<file path="config.mk">
export PLATFORM = sky130hd
export DESIGN_NAME = aot_trim_bank
export DESIGN_NICKNAME = d
export VERILOG_FILES = /design/src/aot_pkg.sv /design/src/aot_fuse_loader.sv /design/src/aot_trim_bank.sv
export SDC_FILE = /design/constraint.sdc
export NUM_CORES = 1
export LEC_CHECK = 0
export CORE_UTILIZATION = 45
export DETAILED_ROUTE_END_ITERATION = 12
export DONT_BUFFER_PORTS = 1
export PLACE_DENSITY = 0.66
export SYNTH_ARGS = -nofsm -noshare
export SYNTH_HDL_FRONTEND = slang
export SYNTH_SLANG_ARGS = --single-unit
</file>
<file path="constraint.sdc">
create_clock -name mclk -period 2.9 [get_ports mclk]
set_clock_uncertainty 0.05 [all_clocks]
set_input_delay 0.29 -clock mclk [delete_from_list [all_inputs] [get_ports mclk]]
set_output_delay 0.29 -clock mclk [all_outputs]
set_load 0.02 [all_outputs]
</file>
<file path="src/aot_pkg.sv">
// Purpose: Shared constants for the converter offset and gain trim bank.
// Assumes: AHB-Lite register access with 32-bit data, one aligned word per register.
// Notes:   Register indices are word indices; the byte address is four times the index.
package aot_pkg;

  // ------------------------------------------------------------------------
  // Bus geometry
  // ------------------------------------------------------------------------
  localparam int ADDR_W  = 12;
  localparam int DATA_W  = 32;
  localparam int INDEX_W = 10;

  // ------------------------------------------------------------------------
  // Register indices
  // ------------------------------------------------------------------------
  localparam logic [INDEX_W-1:0] IDX_CORE_A_SINGLE_INA_OFFSET = 10'h348;
  localparam logic [INDEX_W-1:0] IDX_CORE_A_SINGLE_INB_OFFSET = 10'h34a;
  localparam logic [INDEX_W-1:0] IDX_CORE_B_INA_OFFSET        = 10'h34c;
  localparam logic [INDEX_W-1:0] IDX_CORE_B_INB_OFFSET        = 10'h34e;
  localparam logic [INDEX_W-1:0] IDX_CORE_A_BANK0_DUAL_GAIN   = 10'h350;
  localparam logic [INDEX_W-1:0] IDX_CORE_A_BANK1_DUAL_GAIN   = 10'h351;
  localparam logic [INDEX_W-1:0] IDX_TRIM_CTRL                = 10'h3f0;
  localparam logic [INDEX_W-1:0] IDX_TRIM_STATUS              = 10'h3f1;

  // ------------------------------------------------------------------------
  // Storage slots, shared by bus decode and fuse word numbering
  // ------------------------------------------------------------------------
  localparam int SLOT_W = 4;
  localparam logic [SLOT_W-1:0] SLOT_A_SINGLE_INA = 4'h0;
  localparam logic [SLOT_W-1:0] SLOT_A_SINGLE_INB = 4'h1;
  localparam logic [SLOT_W-1:0] SLOT_B_INA        = 4'h2;
  localparam logic [SLOT_W-1:0] SLOT_B_INB        = 4'h3;
  localparam logic [SLOT_W-1:0] SLOT_GAIN0        = 4'h4;
  localparam logic [SLOT_W-1:0] SLOT_GAIN1        = 4'h5;
  localparam logic [SLOT_W-1:0] SLOT_CTRL         = 4'h6;
  localparam logic [SLOT_W-1:0] SLOT_STATUS       = 4'h7;
  localparam logic [SLOT_W-1:0] SLOT_NONE         = 4'hf;

  localparam int NUM_OFFSET = 4;
  localparam int NUM_GAIN   = 2;
  localparam int NUM_FUSE   = 6;
  localparam int FUSE_ADDR_W = 3;
  localparam int FUSE_W     = 16;

  // ------------------------------------------------------------------------
  // Field layout and reset values
  // ------------------------------------------------------------------------
  localparam int OFFSET_REG_W = 16;
  localparam int OFFSET_W     = 12;
  localparam int GAIN_REG_W   = 8;
  localparam int GAIN_W       = 5;
  localparam logic [OFFSET_REG_W-1:0] OFFSET_RST = 16'h0000;
  localparam logic [GAIN_REG_W-1:0]   GAIN_RST   = 8'h00;
  localparam logic [GAIN_REG_W-1:0]   GAIN_MASK  = 8'h1f;

  localparam int CTRL_W          = 5;
  localparam int CTRL_CAL_EN_BIT = 0;
  localparam int CTRL_DUAL_BIT   = 1;
  localparam int CTRL_A_SEL_BIT  = 2;
  localparam int CTRL_B_SEL_BIT  = 3;
  localparam int CTRL_RELOAD_BIT = 4;
  localparam logic [CTRL_W-1:0] CTRL_RST = 5'h00;

  localparam int STAT_BUSY_BIT  = 0;
  localparam int STAT_A_EN_BIT  = 1;
  localparam int STAT_B_EN_BIT  = 2;
  localparam int STAT_GAIN_BIT  = 3;

endpackage : aot_pkg

</file>
<file path="src/aot_fuse_loader.sv">
// Purpose: Walks fuse storage once per start and loads each trim word.
// Assumes: Fuse storage answers on the same clock, data valid one cycle after a read.
// Notes:   Two cycles per word; busy stays high until the last word is written.
`timescale 1ns/10ps
module aot_fuse_loader
  import aot_pkg::*;
#(
  parameter int NUM_WORDS = NUM_FUSE
) (
  // Clock and reset
  input  wire logic                   mclk,
  input  wire logic                   reset,
  // Control
  input  wire logic                   start,
  output logic                        busy,
  // Fuse storage port
  output logic [FUSE_ADDR_W-1:0]      fuseAddr,
  output logic                        fuseRdEn,
  input  wire logic [FUSE_W-1:0]      fuseData,
  // Register load port
  output logic                        loadWe,
  output logic [SLOT_W-1:0]           loadSlot,
  output logic [FUSE_W-1:0]           loadData
);

  typedef enum logic [1:0] {LD_IDLE, LD_FETCH, LD_CAPTURE} aot_load_e;

  aot_load_e                state_q;
  logic [FUSE_ADDR_W-1:0]   index_q;

  always_ff @(posedge mclk) begin
    if (reset) begin
      state_q <= LD_IDLE;
      index_q <= '0;
    end else begin
      case (state_q)
        LD_IDLE: begin
          if (start) begin
            state_q <= LD_FETCH;
            index_q <= '0;
          end
        end
        LD_FETCH: begin
          state_q <= LD_CAPTURE;
        end
        LD_CAPTURE: begin
          if (index_q == FUSE_ADDR_W'(NUM_WORDS - 1)) begin
            state_q <= LD_IDLE;
          end else begin
            index_q <= index_q + 3'h1;
            state_q <= LD_FETCH;
          end
        end
        default: begin
          state_q <= LD_IDLE;
        end
      endcase
    end
  end

  assign busy     = (state_q != LD_IDLE);
  assign fuseAddr = index_q;
  assign fuseRdEn = (state_q == LD_FETCH);
  assign loadWe   = (state_q == LD_CAPTURE);
  assign loadSlot = SLOT_W'(index_q);
  assign loadData = fuseData;

endmodule : aot_fuse_loader

</file>
<file path="src/aot_trim_bank.sv">
// Purpose: AHB-Lite trim register bank feeding offset and fine-gain corrections to two cores.
// Assumes: Single AHB-Lite slave, word transfers; fuse storage on the same clock as the bus.
// Notes:   Every transfer takes one wait state; transfers stall while fuse defaults load.
//
// Overview of operation
// - Core A takes the single-channel first-input offset while sampling the first input in single-channel mode with calibration on.
// - Core A takes the single-channel second-input offset while sampling the second input in single-channel mode with calibration on.
// - Core B takes the first-input offset at 0x34C whenever it samples the first input with calibration on, in either mode.
// - Core B takes the second-input offset at 0x34E whenever it samples the second input with calibration on, in either mode.
// - In dual-channel mode bits 4:0 at 0x350 are core A bank 0 fine gain; bits 7:5 are reserved and reset to zero.
// - In dual-channel mode bits 4:0 at 0x351 are core A bank 1 fine gain.
// - Every offset and gain register is loaded from fuse storage; upper offset bits are reserved but writable.
//
// The AHB-Lite interface to the registers is this design's own decision.
`timescale 1ns/10ps
module aot_trim_bank
  import aot_pkg::*;
(
  // Clock and reset
  input  wire logic                 mclk,
  input  wire logic                 reset,
  // AHB-Lite slave
  input  wire logic                 hsel,
  input  wire logic [ADDR_W-1:0]    haddr,
  input  wire logic [1:0]           htrans,
  input  wire logic                 hwrite,
  input  wire logic [2:0]           hsize,
  input  wire logic [DATA_W-1:0]    hwdata,
  input  wire logic                 hready,
  output logic [DATA_W-1:0]         hrdata,
  output logic                      hreadyout,
  output logic                      hresp,
  // Fuse storage
  output logic [FUSE_ADDR_W-1:0]    fuseAddr,
  output logic                      fuseRdEn,
  input  wire logic [FUSE_W-1:0]    fuseData,
  // Core A corrections
  output logic [OFFSET_W-1:0]       coreAOffset,
  output logic                      coreAOffsetEn,
  output logic [GAIN_W-1:0]         coreABank0Gain,
  output logic [GAIN_W-1:0]         coreABank1Gain,
  output logic                      coreAGainEn,
  // Core B corrections
  output logic [OFFSET_W-1:0]       coreBOffset,
  output logic                      coreBOffsetEn
);

  // ------------------------------------------------------------------------
  // Decoding helpers
  // ------------------------------------------------------------------------
  function automatic logic [SLOT_W-1:0] slotOf(input logic [ADDR_W-1:0] addr);
    logic [INDEX_W-1:0] idx;
    idx = addr[ADDR_W-1:2];
    case (idx)
      IDX_CORE_A_SINGLE_INA_OFFSET: slotOf = SLOT_A_SINGLE_INA;
      IDX_CORE_A_SINGLE_INB_OFFSET: slotOf = SLOT_A_SINGLE_INB;
      IDX_CORE_B_INA_OFFSET:        slotOf = SLOT_B_INA;
      IDX_CORE_B_INB_OFFSET:        slotOf = SLOT_B_INB;
      IDX_CORE_A_BANK0_DUAL_GAIN:   slotOf = SLOT_GAIN0;
      IDX_CORE_A_BANK1_DUAL_GAIN:   slotOf = SLOT_GAIN1;
      IDX_TRIM_CTRL:                slotOf = SLOT_CTRL;
      IDX_TRIM_STATUS:              slotOf = SLOT_STATUS;
      default:                      slotOf = SLOT_NONE;
    endcase
  endfunction : slotOf

  // Gates an offset field so that a disabled path presents zero correction.
  function automatic logic [OFFSET_W-1:0] gatedOffset(input logic enable,
                                                      input logic [OFFSET_REG_W-1:0] word);
    gatedOffset = enable ? word[OFFSET_W-1:0] : '0;
  endfunction : gatedOffset

  // ------------------------------------------------------------------------
  // Storage and control state
  // ------------------------------------------------------------------------
  logic [OFFSET_REG_W-1:0]  offsetReg_q [NUM_OFFSET];
  logic [GAIN_REG_W-1:0]    gainReg_q   [NUM_GAIN];
  logic [CTRL_W-1:0]        ctrl_q;
  logic                     bootPending_q;
  logic                     reloadReq_q;

  logic                     dataPhase_q;
  logic                     ready_q;
  logic                     write_q;
  logic [SLOT_W-1:0]        slot_q;
  logic [DATA_W-1:0]        hrdata_q;

  logic                     loaderBusy;
  logic                     loadWe;
  logic [SLOT_W-1:0]        loadSlot;
  logic [FUSE_W-1:0]        loadData;
  logic                     loadStart;
  logic                     bankBusy;
  logic                     accept;
  logic                     busWrite;

  logic                     calEnable;
  logic                     dualMode;
  logic                     aSecondInput;
  logic                     bSecondInput;
  logic                     aSingleIna;
  logic                     aSingleInb;

  logic [OFFSET_W-1:0]      coreAOffset_q;
  logic                     coreAOffsetEn_q;
  logic [OFFSET_W-1:0]      coreBOffset_q;
  logic                     coreBOffsetEn_q;
  logic [GAIN_W-1:0]        coreABank0Gain_q;
  logic [GAIN_W-1:0]        coreABank1Gain_q;
  logic                     coreAGainEn_q;

  // ------------------------------------------------------------------------
  // Fuse default loading
  // ------------------------------------------------------------------------
  // The boot request is set during reset and taken on the first clock after it, so the loader sees a clean start after reset.
  assign loadStart = bootPending_q | reloadReq_q;
  assign bankBusy  = loaderBusy | loadStart;

  aot_fuse_loader #(
    .NUM_WORDS (NUM_FUSE)
  ) u_loader (
    .mclk      (mclk),
    .reset     (reset),
    .start     (loadStart),
    .busy      (loaderBusy),
    .fuseAddr  (fuseAddr),
    .fuseRdEn  (fuseRdEn),
    .fuseData  (fuseData),
    .loadWe    (loadWe),
    .loadSlot  (loadSlot),
    .loadData  (loadData)
  );

  always_ff @(posedge mclk) begin
    if (reset) begin
      bootPending_q <= 1'b1;
    end else begin
      bootPending_q <= 1'b0;
    end
  end

  // ------------------------------------------------------------------------
  // AHB-Lite slave
  // ------------------------------------------------------------------------
  assign accept   = hsel & htrans[1] & hready;
  assign busWrite = dataPhase_q & ready_q & write_q;

  always_ff @(posedge mclk) begin
    if (reset) begin
      dataPhase_q <= 1'b0;
      write_q     <= 1'b0;
      slot_q      <= SLOT_NONE;
    end else if (hready) begin
      dataPhase_q <= accept;
      write_q     <= accept & hwrite;
      slot_q      <= accept ? slotOf(haddr) : SLOT_NONE;
    end
  end

  // One wait state per transfer, and no completion while fuse words are loading,
  // so a bus write can never collide with a fuse write.
  always_ff @(posedge mclk) begin
    if (reset) begin
      ready_q <= 1'b0;
    end else begin
      ready_q <= dataPhase_q & ~ready_q & ~bankBusy;
    end
  end

  assign hreadyout = ~dataPhase_q | ready_q;
  assign hresp     = 1'b0;

  always_ff @(posedge mclk) begin
    if (reset) begin
      hrdata_q <= '0;
    end else if (dataPhase_q & ~write_q) begin
      case (slot_q)
        SLOT_A_SINGLE_INA,
        SLOT_A_SINGLE_INB,
        SLOT_B_INA,
        SLOT_B_INB: hrdata_q <= DATA_W'(offsetReg_q[slot_q[1:0]]);
        SLOT_GAIN0: hrdata_q <= DATA_W'(gainReg_q[0]);
        SLOT_GAIN1: hrdata_q <= DATA_W'(gainReg_q[1]);
        SLOT_CTRL:  hrdata_q <= DATA_W'(ctrl_q & ~(CTRL_W'(1) << CTRL_RELOAD_BIT));
        SLOT_STATUS: begin
          hrdata_q                <= '0;
          hrdata_q[STAT_BUSY_BIT] <= bankBusy;
          hrdata_q[STAT_A_EN_BIT] <= coreAOffsetEn_q;
          hrdata_q[STAT_B_EN_BIT] <= coreBOffsetEn_q;
          hrdata_q[STAT_GAIN_BIT] <= coreAGainEn_q;
        end
        default:    hrdata_q <= '0;
      endcase
    end
  end

  assign hrdata = hrdata_q;

  // ------------------------------------------------------------------------
  // Trim registers
  // ------------------------------------------------------------------------
  // Reserved upper offset bits are stored and read back like the field itself.
  for (genvar i = 0; i < NUM_OFFSET; i++) begin : g_offset
    always_ff @(posedge mclk) begin
      if (reset) begin
        offsetReg_q[i] <= OFFSET_RST;
      end else if (loadWe && loadSlot == SLOT_W'(i)) begin
        offsetReg_q[i] <= loadData;
      end else if (busWrite && slot_q == SLOT_W'(i)) begin
        offsetReg_q[i] <= hwdata[OFFSET_REG_W-1:0];
      end
    end
  end

  // Gain reserved bits 7:5 are held at zero; only the 5-bit field is stored.
  for (genvar g = 0; g < NUM_GAIN; g++) begin : g_gain
    always_ff @(posedge mclk) begin
      if (reset) begin
        gainReg_q[g] <= GAIN_RST;
      end else if (loadWe && loadSlot == SLOT_W'(NUM_OFFSET + g)) begin
        gainReg_q[g] <= loadData[GAIN_REG_W-1:0] & GAIN_MASK;
      end else if (busWrite && slot_q == SLOT_W'(NUM_OFFSET + g)) begin
        gainReg_q[g] <= hwdata[GAIN_REG_W-1:0] & GAIN_MASK;
      end
    end
  end

  always_ff @(posedge mclk) begin
    if (reset) begin
      ctrl_q      <= CTRL_RST;
      reloadReq_q <= 1'b0;
    end else begin
      reloadReq_q <= busWrite && slot_q == SLOT_CTRL && hwdata[CTRL_RELOAD_BIT];
      if (busWrite && slot_q == SLOT_CTRL) begin
        ctrl_q <= hwdata[CTRL_W-1:0] & ~(CTRL_W'(1) << CTRL_RELOAD_BIT);
      end
    end
  end

  // ------------------------------------------------------------------------
  // Correction selection
  // ------------------------------------------------------------------------
  assign calEnable    = ctrl_q[CTRL_CAL_EN_BIT];
  assign dualMode     = ctrl_q[CTRL_DUAL_BIT];
  assign aSecondInput = ctrl_q[CTRL_A_SEL_BIT];
  assign bSecondInput = ctrl_q[CTRL_B_SEL_BIT];

  // Core A dual-channel offsets live outside this bank, so core A gets no
  // offset correction from here in dual-channel mode, only its bank fine gains.
  assign aSingleIna = calEnable & ~dualMode & ~aSecondInput;
  assign aSingleInb = calEnable & ~dualMode &  aSecondInput;

  // Selection is re-evaluated every cycle, so any control or trim write shows
  // up on the outputs one clock after it completes.
  always_ff @(posedge mclk) begin
    if (reset) begin
      coreAOffset_q   <= '0;
      coreAOffsetEn_q <= 1'b0;
    end else begin
      coreAOffsetEn_q <= aSingleIna | aSingleInb;
      if (aSingleInb) begin
        coreAOffset_q <= gatedOffset(1'b1, offsetReg_q[SLOT_A_SINGLE_INB[1:0]]);
      end else begin
        coreAOffset_q <= gatedOffset(aSingleIna, offsetReg_q[SLOT_A_SINGLE_INA[1:0]]);
      end
    end
  end

  always_ff @(posedge mclk) begin
    if (reset) begin
      coreBOffset_q   <= '0;
      coreBOffsetEn_q <= 1'b0;
    end else begin
      coreBOffsetEn_q <= calEnable;
      if (bSecondInput) begin
        coreBOffset_q <= gatedOffset(calEnable, offsetReg_q[SLOT_B_INB[1:0]]);
      end else begin
        coreBOffset_q <= gatedOffset(calEnable, offsetReg_q[SLOT_B_INA[1:0]]);
      end
    end
  end

  always_ff @(posedge mclk) begin
    if (reset) begin
      coreABank0Gain_q <= '0;
      coreABank1Gain_q <= '0;
      coreAGainEn_q    <= 1'b0;
    end else begin
      coreAGainEn_q    <= dualMode;
      coreABank0Gain_q <= dualMode ? gainReg_q[0][GAIN_W-1:0] : '0;
      coreABank1Gain_q <= dualMode ? gainReg_q[1][GAIN_W-1:0] : '0;
    end
  end

  assign coreAOffset    = coreAOffset_q;
  assign coreAOffsetEn  = coreAOffsetEn_q;
  assign coreBOffset    = coreBOffset_q;
  assign coreBOffsetEn  = coreBOffsetEn_q;
  assign coreABank0Gain = coreABank0Gain_q;
  assign coreABank1Gain = coreABank1Gain_q;
  assign coreAGainEn    = coreAGainEn_q;

endmodule : aot_trim_bank

</file>
# [Word level (Yosys, flattened, before mapping)]
# Memories as Yosys holds them, arrays and structs flattened. A register that Yosys moved wholly into a read port is not among the register bits.
# Index checks and enable logic that the tools add are counted.
[totals] elab_cells=171 memories=2 output_inout_bits=75 in_bits=70 mem_bits_rw=74 ff_bits=87
[op_classes] n_eq_ne=24 muxes=72 reduce_logical=22 n_addsub=1 bitwise=33
[memory_table] name="offsetReg_q" words=4 width=16 read_ports=5 rd_ports_with_merged_regs=1 write_ports=4 line_no="aot_trim_bank.sv:76" text="logic [OFFSET_REG_W-1:0] offsetReg_q [NUM_OFFSET];"
[memory_table] name="gainReg_q" words=2 width=5 read_ports=2 rd_ports_with_merged_regs=0 write_ports=2 line_no="aot_trim_bank.sv:77" text="logic [GAIN_REG_W-1:0] gainReg_q [NUM_GAIN];"
[op_table] op="16-bit 2-to-1 mux" count=8
[op_table] op="10-bit equality test, second input constant" count=8
[op_table] op="16-bit case mux with 5 select lines" count=1
[op_table] op="12-bit 2-to-1 mux" count=5
[op_table] op="1-bit 2-to-1 mux" count=45
[op_table] op="4-bit case mux with 8 select lines" count=1
[op_table] op="5-bit 2-to-1 mux" count=4
[op_table] op="4-bit by 3-bit equality test with 1-bit output, second input constant" count=4
[op_table] op="1-bit OR" count=16
[op_table] op="1-bit logical AND" count=14
[op_table] op="1-bit AND" count=11
[op_table] op="4-bit by 2-bit equality test with 1-bit output, second input constant" count=2
[op_table] op="4-bit zero test" count=2
[op_table] op="3-bit by 2-bit equality test with 1-bit output, second input constant" count=2
[op_table] op="3-bit equality test, second input constant" count=2
[op_table] op="2-bit 2-to-1 mux" count=3
[op_table] op="3-bit 2-to-1 mux" count=2
[op_table] op="1-bit inverter" count=6
[op_table] op="2-bit case mux with 3 select lines" count=1
[op_table] op="3-bit case mux with 2 select lines" count=1
[op_table] op="4-bit by 1-bit equality test with 1-bit output, second input constant" count=1
[op_table] op="4-bit 2-to-1 mux" count=1
[op_table] op="2-bit inequality test, second input constant" count=2
[op_table] op="2-bit nonzero test" count=2
[op_table] op="8 further kinds" count=8

# [Logic depth before layout (Yosys ltp)]
[depth] word_depth=8 depth_mapped=7 ltp_nobuf=5

# [Modules after synthesis]
# Synthesis repeated with hierarchy kept, for this count alone.
[hier_totals] hier_cells=545 hier_area_um2=6678.9
[modules_own_cells] mod="aot_trim_bank" n_inst=1 area_per_inst_um2=6276.0 seq_area_each_um2=3583.4 cells_each=497
[modules_own_cells] mod="aot_fuse_loader" n_inst=1 area_per_inst_um2=402.9 seq_area_each_um2=100.1 cells_each=48

# [Worst setup path after synthesis]
# No wires, ideal clock.
[synth_timing] path_kind="flip-flop to flip-flop" start="register slot_q[3]" end="memory offsetReg_q[2][0] (enable)" setup_slack_ns=0.460 path_buffers=0 setup_ns=0.411 path_stages_with_launch=4 synth_period_minus_slack_ns=2.440 arrival_time_ns=1.979 t_required_ns=2.439 path_cell_list="dfxtp_1 > and4b_1 > nand3_1 > o21ai_0"
[synth_lines] element="from (decl)" line_no="aot_trim_bank.sv:85" text="logic [SLOT_W-1:0] slot_q;"
[synth_lines] element="from (signal assigned)" line_no="aot_trim_bank.sv:156" text="slot_q <= accept ? slotOf(haddr) : SLOT_NONE;"
[synth_lines] element="to (decl)" line_no="aot_trim_bank.sv:76"

==> summary.txt <==
Detailed routing
  • Number of DRC markers in iteration 0: 388
  • Met1 WL: roughly 5.8 mm
  • Drt pass-1 iters: 4
  • Met3 Wirelength: roughly 1.4 mm
  • Final wirelength: about 16 mm
  • Via count: ~4300
  • DR WL/cell: 21.91 um
  • Top sig layer: met4
  • DRC Markers: 0
  • Post-DRT Antenna Nets: 0
  • WL met2: 8.168 mm
  • Via-per-instance ratio: between 5 and 6

STA
  • RSZ-0062 raised after global routing: false
  • Final TNS setup: 0 ns
  • Final period util: about four fifths
  • Post-route minimum period: around 2.3 ns
  • Pins Over Slew Limit: 0
  • Worst rel slew slack: between 40 and 50%
  • Hold Fails Final Rpt: 0
  • Final Setup Violations: 0
  • Fmax: approximately 430 MHz
  • Worst Tran Pin Value: 0.8985 ns

Final layout
  • Nets: 599
  • Ant diodes: 0
  • Fillers: between 1000 and 1500
  • Non-filler cells, final: about 720
  • Synthesis-to-layout area growth: 12.91%
  • Post-layout instance area: between 0.007 and 0.008 mm^2
  • Fraction of layout cells with a size suffix above 1: 14.90%
  • Finished Core Util: between 50% and 60%

Pwr
  • Pwr Density: 662.4 mW/mm^2
  • Total Power: between 4 and 5 mW
  • Sequential Power Share: between 40% and 50%
  • Switching share of power: 19.35%
  • Int Pwr: between 3 and 4 mW
  • NetSw: 0.9454 mW
  • Combinational Power Share: 3.4%
  • Leak Pwr: 2.741 nW
  • Clock power share: between 50 and 60%
  • Max VDD drop: just over 0.0005 V

Run
  • Max_cap viols: 0

Clock tree
  • Clock buffer depth: 2
  • Root Buffer: clkbuf_16
  • Clock tree sinks: approximately 150
  • CTS buffer count: 17
  • Worst-skew pair later-pin latency: 0.42 ns
  • H-tree depth: 4
  • Clock transition at the registers of the reported paths: roughly 0.060 ns
  • CTS tree: done

Yosys
  • Post-synth ARST share: 0%
  • Leading area contributor after synthesis: edfxtp_1
  • Yosys top cell area share: between 30% and 40%
  • Post-synth EDFFs: 74
  • Top FF cell, synth: edfxtp_1
  • Synth area leaders: edfxtp_1, dfxtp_1, a22o_1
  • Sequential cell area fraction in the yosys report: about 56%
  • Post-synth top cells: a22o_1, edfxtp_1, dfxtp_1
  • Post-synth cell types: 54
  • Synth warnings: 0
  • Synthesized area: 0.006531 mm^2
  • Count of state elements after synthesis: ~150
  • Synth Instances: around 520
  • Syn Area/Cell: between 10 and 15 um^2

Critical path
  • Setup CP Type: reg2reg
  • R2R depth: 6
  • Critical Path Start Type: flip-flop
  • Worst Path Arrival: around 2.5 ns
  • Reg2reg end: offsetReg_q[3][8]
  • Worst setup EP type: flip-flop
  • Slowest stage delay, CP: around 0.56 ns
  • RR Startpoint: u_loader.fuseAddr[1]
  • CP cell instances: ha_1 -> ha_1 -> and3b_2 -> nor2b_1 -> buf_4 -> a22o_1
  • Required @ worst endpoint: 3.14 ns
  • Crit path max fanout: 9
  • CP dominant cell by count: ha_1
  • CP max-delay cell: nor2b_1
  • Reg-to-reg setup timing slack: between 0.5 and 0.6 ns

Hold path
  • Worst Hold Path Cells: 1
  • Min-delay src: hwdata[15]
  • Class of the worst hold path: in2reg
  • Hold-critical path endpoint: offsetReg_q[3][15]

GRT
  • GRT Util Overall: between 20 and 25%
  • Grt ovf: 0
  • First-pass GRT wire length: about 24 mm
  • Number of global-route vias before repair: approximately 4400
  • Initial antenna violation count: 0
  • Largest net degree at the start of global routing: 32

Place
  • DP Wirelength: around 10 mm
  • RePlAce Congestion: just under 0.8
  • Placed instance area: between 0.006 and 0.007 mm^2
  • Port Buffer Count: 0
  • Placed insts: between 600 and 700

Die
  • # rows: 43
  • I/O Pins: roughly 150
  • Initial core utilization: approximately 47%
  • Die height: ~120 um
  • Die W: about 120 um
  • DIE AREA: approximately 0.015 mm^2
  • Core outline area: approximately 0.014 mm^2

Outcome
  • Outcome: complete, no violations
worst max-delay path, delay by kind of cell (launching register included):
kind	cells	cell delay (ns)
AOI/OAI and AO/OA	1	0.16
and+or+nand+nor	2	0.76
DFF	1	0.53
adders and majority gates	2	0.36
buffers and inverters	1	0.31
cells in the final DEF, fill, tap and decap left out, types with 5 or more instances in the layout:
cell type and n:
nand2b_1 6, nand2_1 10, clkbuf_16 17, ha_1 5, mux4_2 16, nor2_1 49, bufinv_16 6, nor2b_1 6
or2_2 5, dfxtp_1 73, a22o_1 74, a21oi_1 15, edfxtp_1 74, conb_1 17, mux2i_1 34, o21ai_0 5
and2_1 14, dlygate4sd3_1 9, nand3_1 6, buf_4 16, inv_1 7, a22oi_1 13
timing repair:
action                                 in CTS  in global routing
gates resized for setup                     0                  0
hold buffers                               10                  0
setup buffers                               0                  0
endpoints found under the hold margin      33                  0
registers in the layout, indices dropped and copies added (netlist names), named ones only:
name	cells
coreABank1Gain	5
ctrl_q	4
u_loader.state_q	2
coreAOffsetEn	1
coreAGainEn	1
bootPending_q	1
gainReg_q	10
write_q	1
u_loader.fuseAddr	3
offsetReg_q	64
reloadReq_q	1
coreAOffset	12
ready_q	1
coreABank0Gain	5
dataPhase_q	1
hrdata	16
slot_q	4
coreBOffset	12
coreBOffsetEn	1
layer usage:
| layer | global-route usage [%] | up-vias |
|---|---|---|
| li1 | - | 1942 |
| met1 | 24.98 | 2119 |
| met2 | 39.54 | 172 |
| met3 | 6.645 | 22 |
| met4 | 9.527 | 0 |
| met5 | 0 | - |
final cells by class:
class                      instances  area [um^2]  area share [%]
timing repair buffer              26        230.2           3.122
inverter                           7        26.28          0.3563
sequential                       147         3684           49.95
clock buffer                      20        456.7           6.193
tap                              180        225.2           3.054
multi-input combinational        325         2545           34.51
clock inverter                    12        207.7           2.816
power by group through the flow:
stage,Combinational (mW),Clock (mW),Sequential [mW]
global placement,0.142,0,2.30
global route,0.180,2.58,2.27
floorplan,0.149,0,2.29
finish,0.165,2.46,2.26
detailed placement,0.144,0,2.30
CTS,0.166,2.49,2.26
logic make-up after synthesis:
kind of cell / count (synthesis) / synth area share [%]
AO/OA/AOI/OAI: 126 / 15.27
AND/OR/NAND/NOR: 124 / 10.33
XOR/XNOR: 1 / 0.1341
adder cells (fa/ha/maj): 5 / 0.9579
multiplexers: 52 / 11.30
buffers and inverters: 61 / 5.555
other: 1 / 0.05742
flip-flops: 147 / 56.40
worst max path at each step:
| stage | from | end | slack [ns] | cells past startpoint |
|---|---|---|---|---|
| after detailed placement | u_loader.fuseAddr[1] | offsetReg_q[3][8] | 0.60 | 6 |
| after floorplan | slot_q[3] | offsetReg_q[2][0] | 0.46 | 3 |
| after global placement | u_loader.fuseAddr[1] | offsetReg_q[3][2] | 0.64 | 6 |
| final | u_loader.fuseAddr[1] | offsetReg_q[3][8] | 0.60 | 6 |
| after CTS | u_loader.fuseAddr[1] | offsetReg_q[3][8] | 0.60 | 6 |
| after global routing | u_loader.fuseAddr[1] | offsetReg_q[3][8] | 0.46 | 6 |
through the flow:
stage / hold WS [ns] / setup slack, ns
after floorplan: 0.2677 / 0.4601
after global placement: 0.2720 / 0.6389
after detailed placement: 0.2721 / 0.5983
after CTS: 0.003628 / 0.5980
after global routing: 0.005395 / 0.4622
final: 0.01816 / 0.5997
No activity file was read; power rests on OpenSTA's default activity.
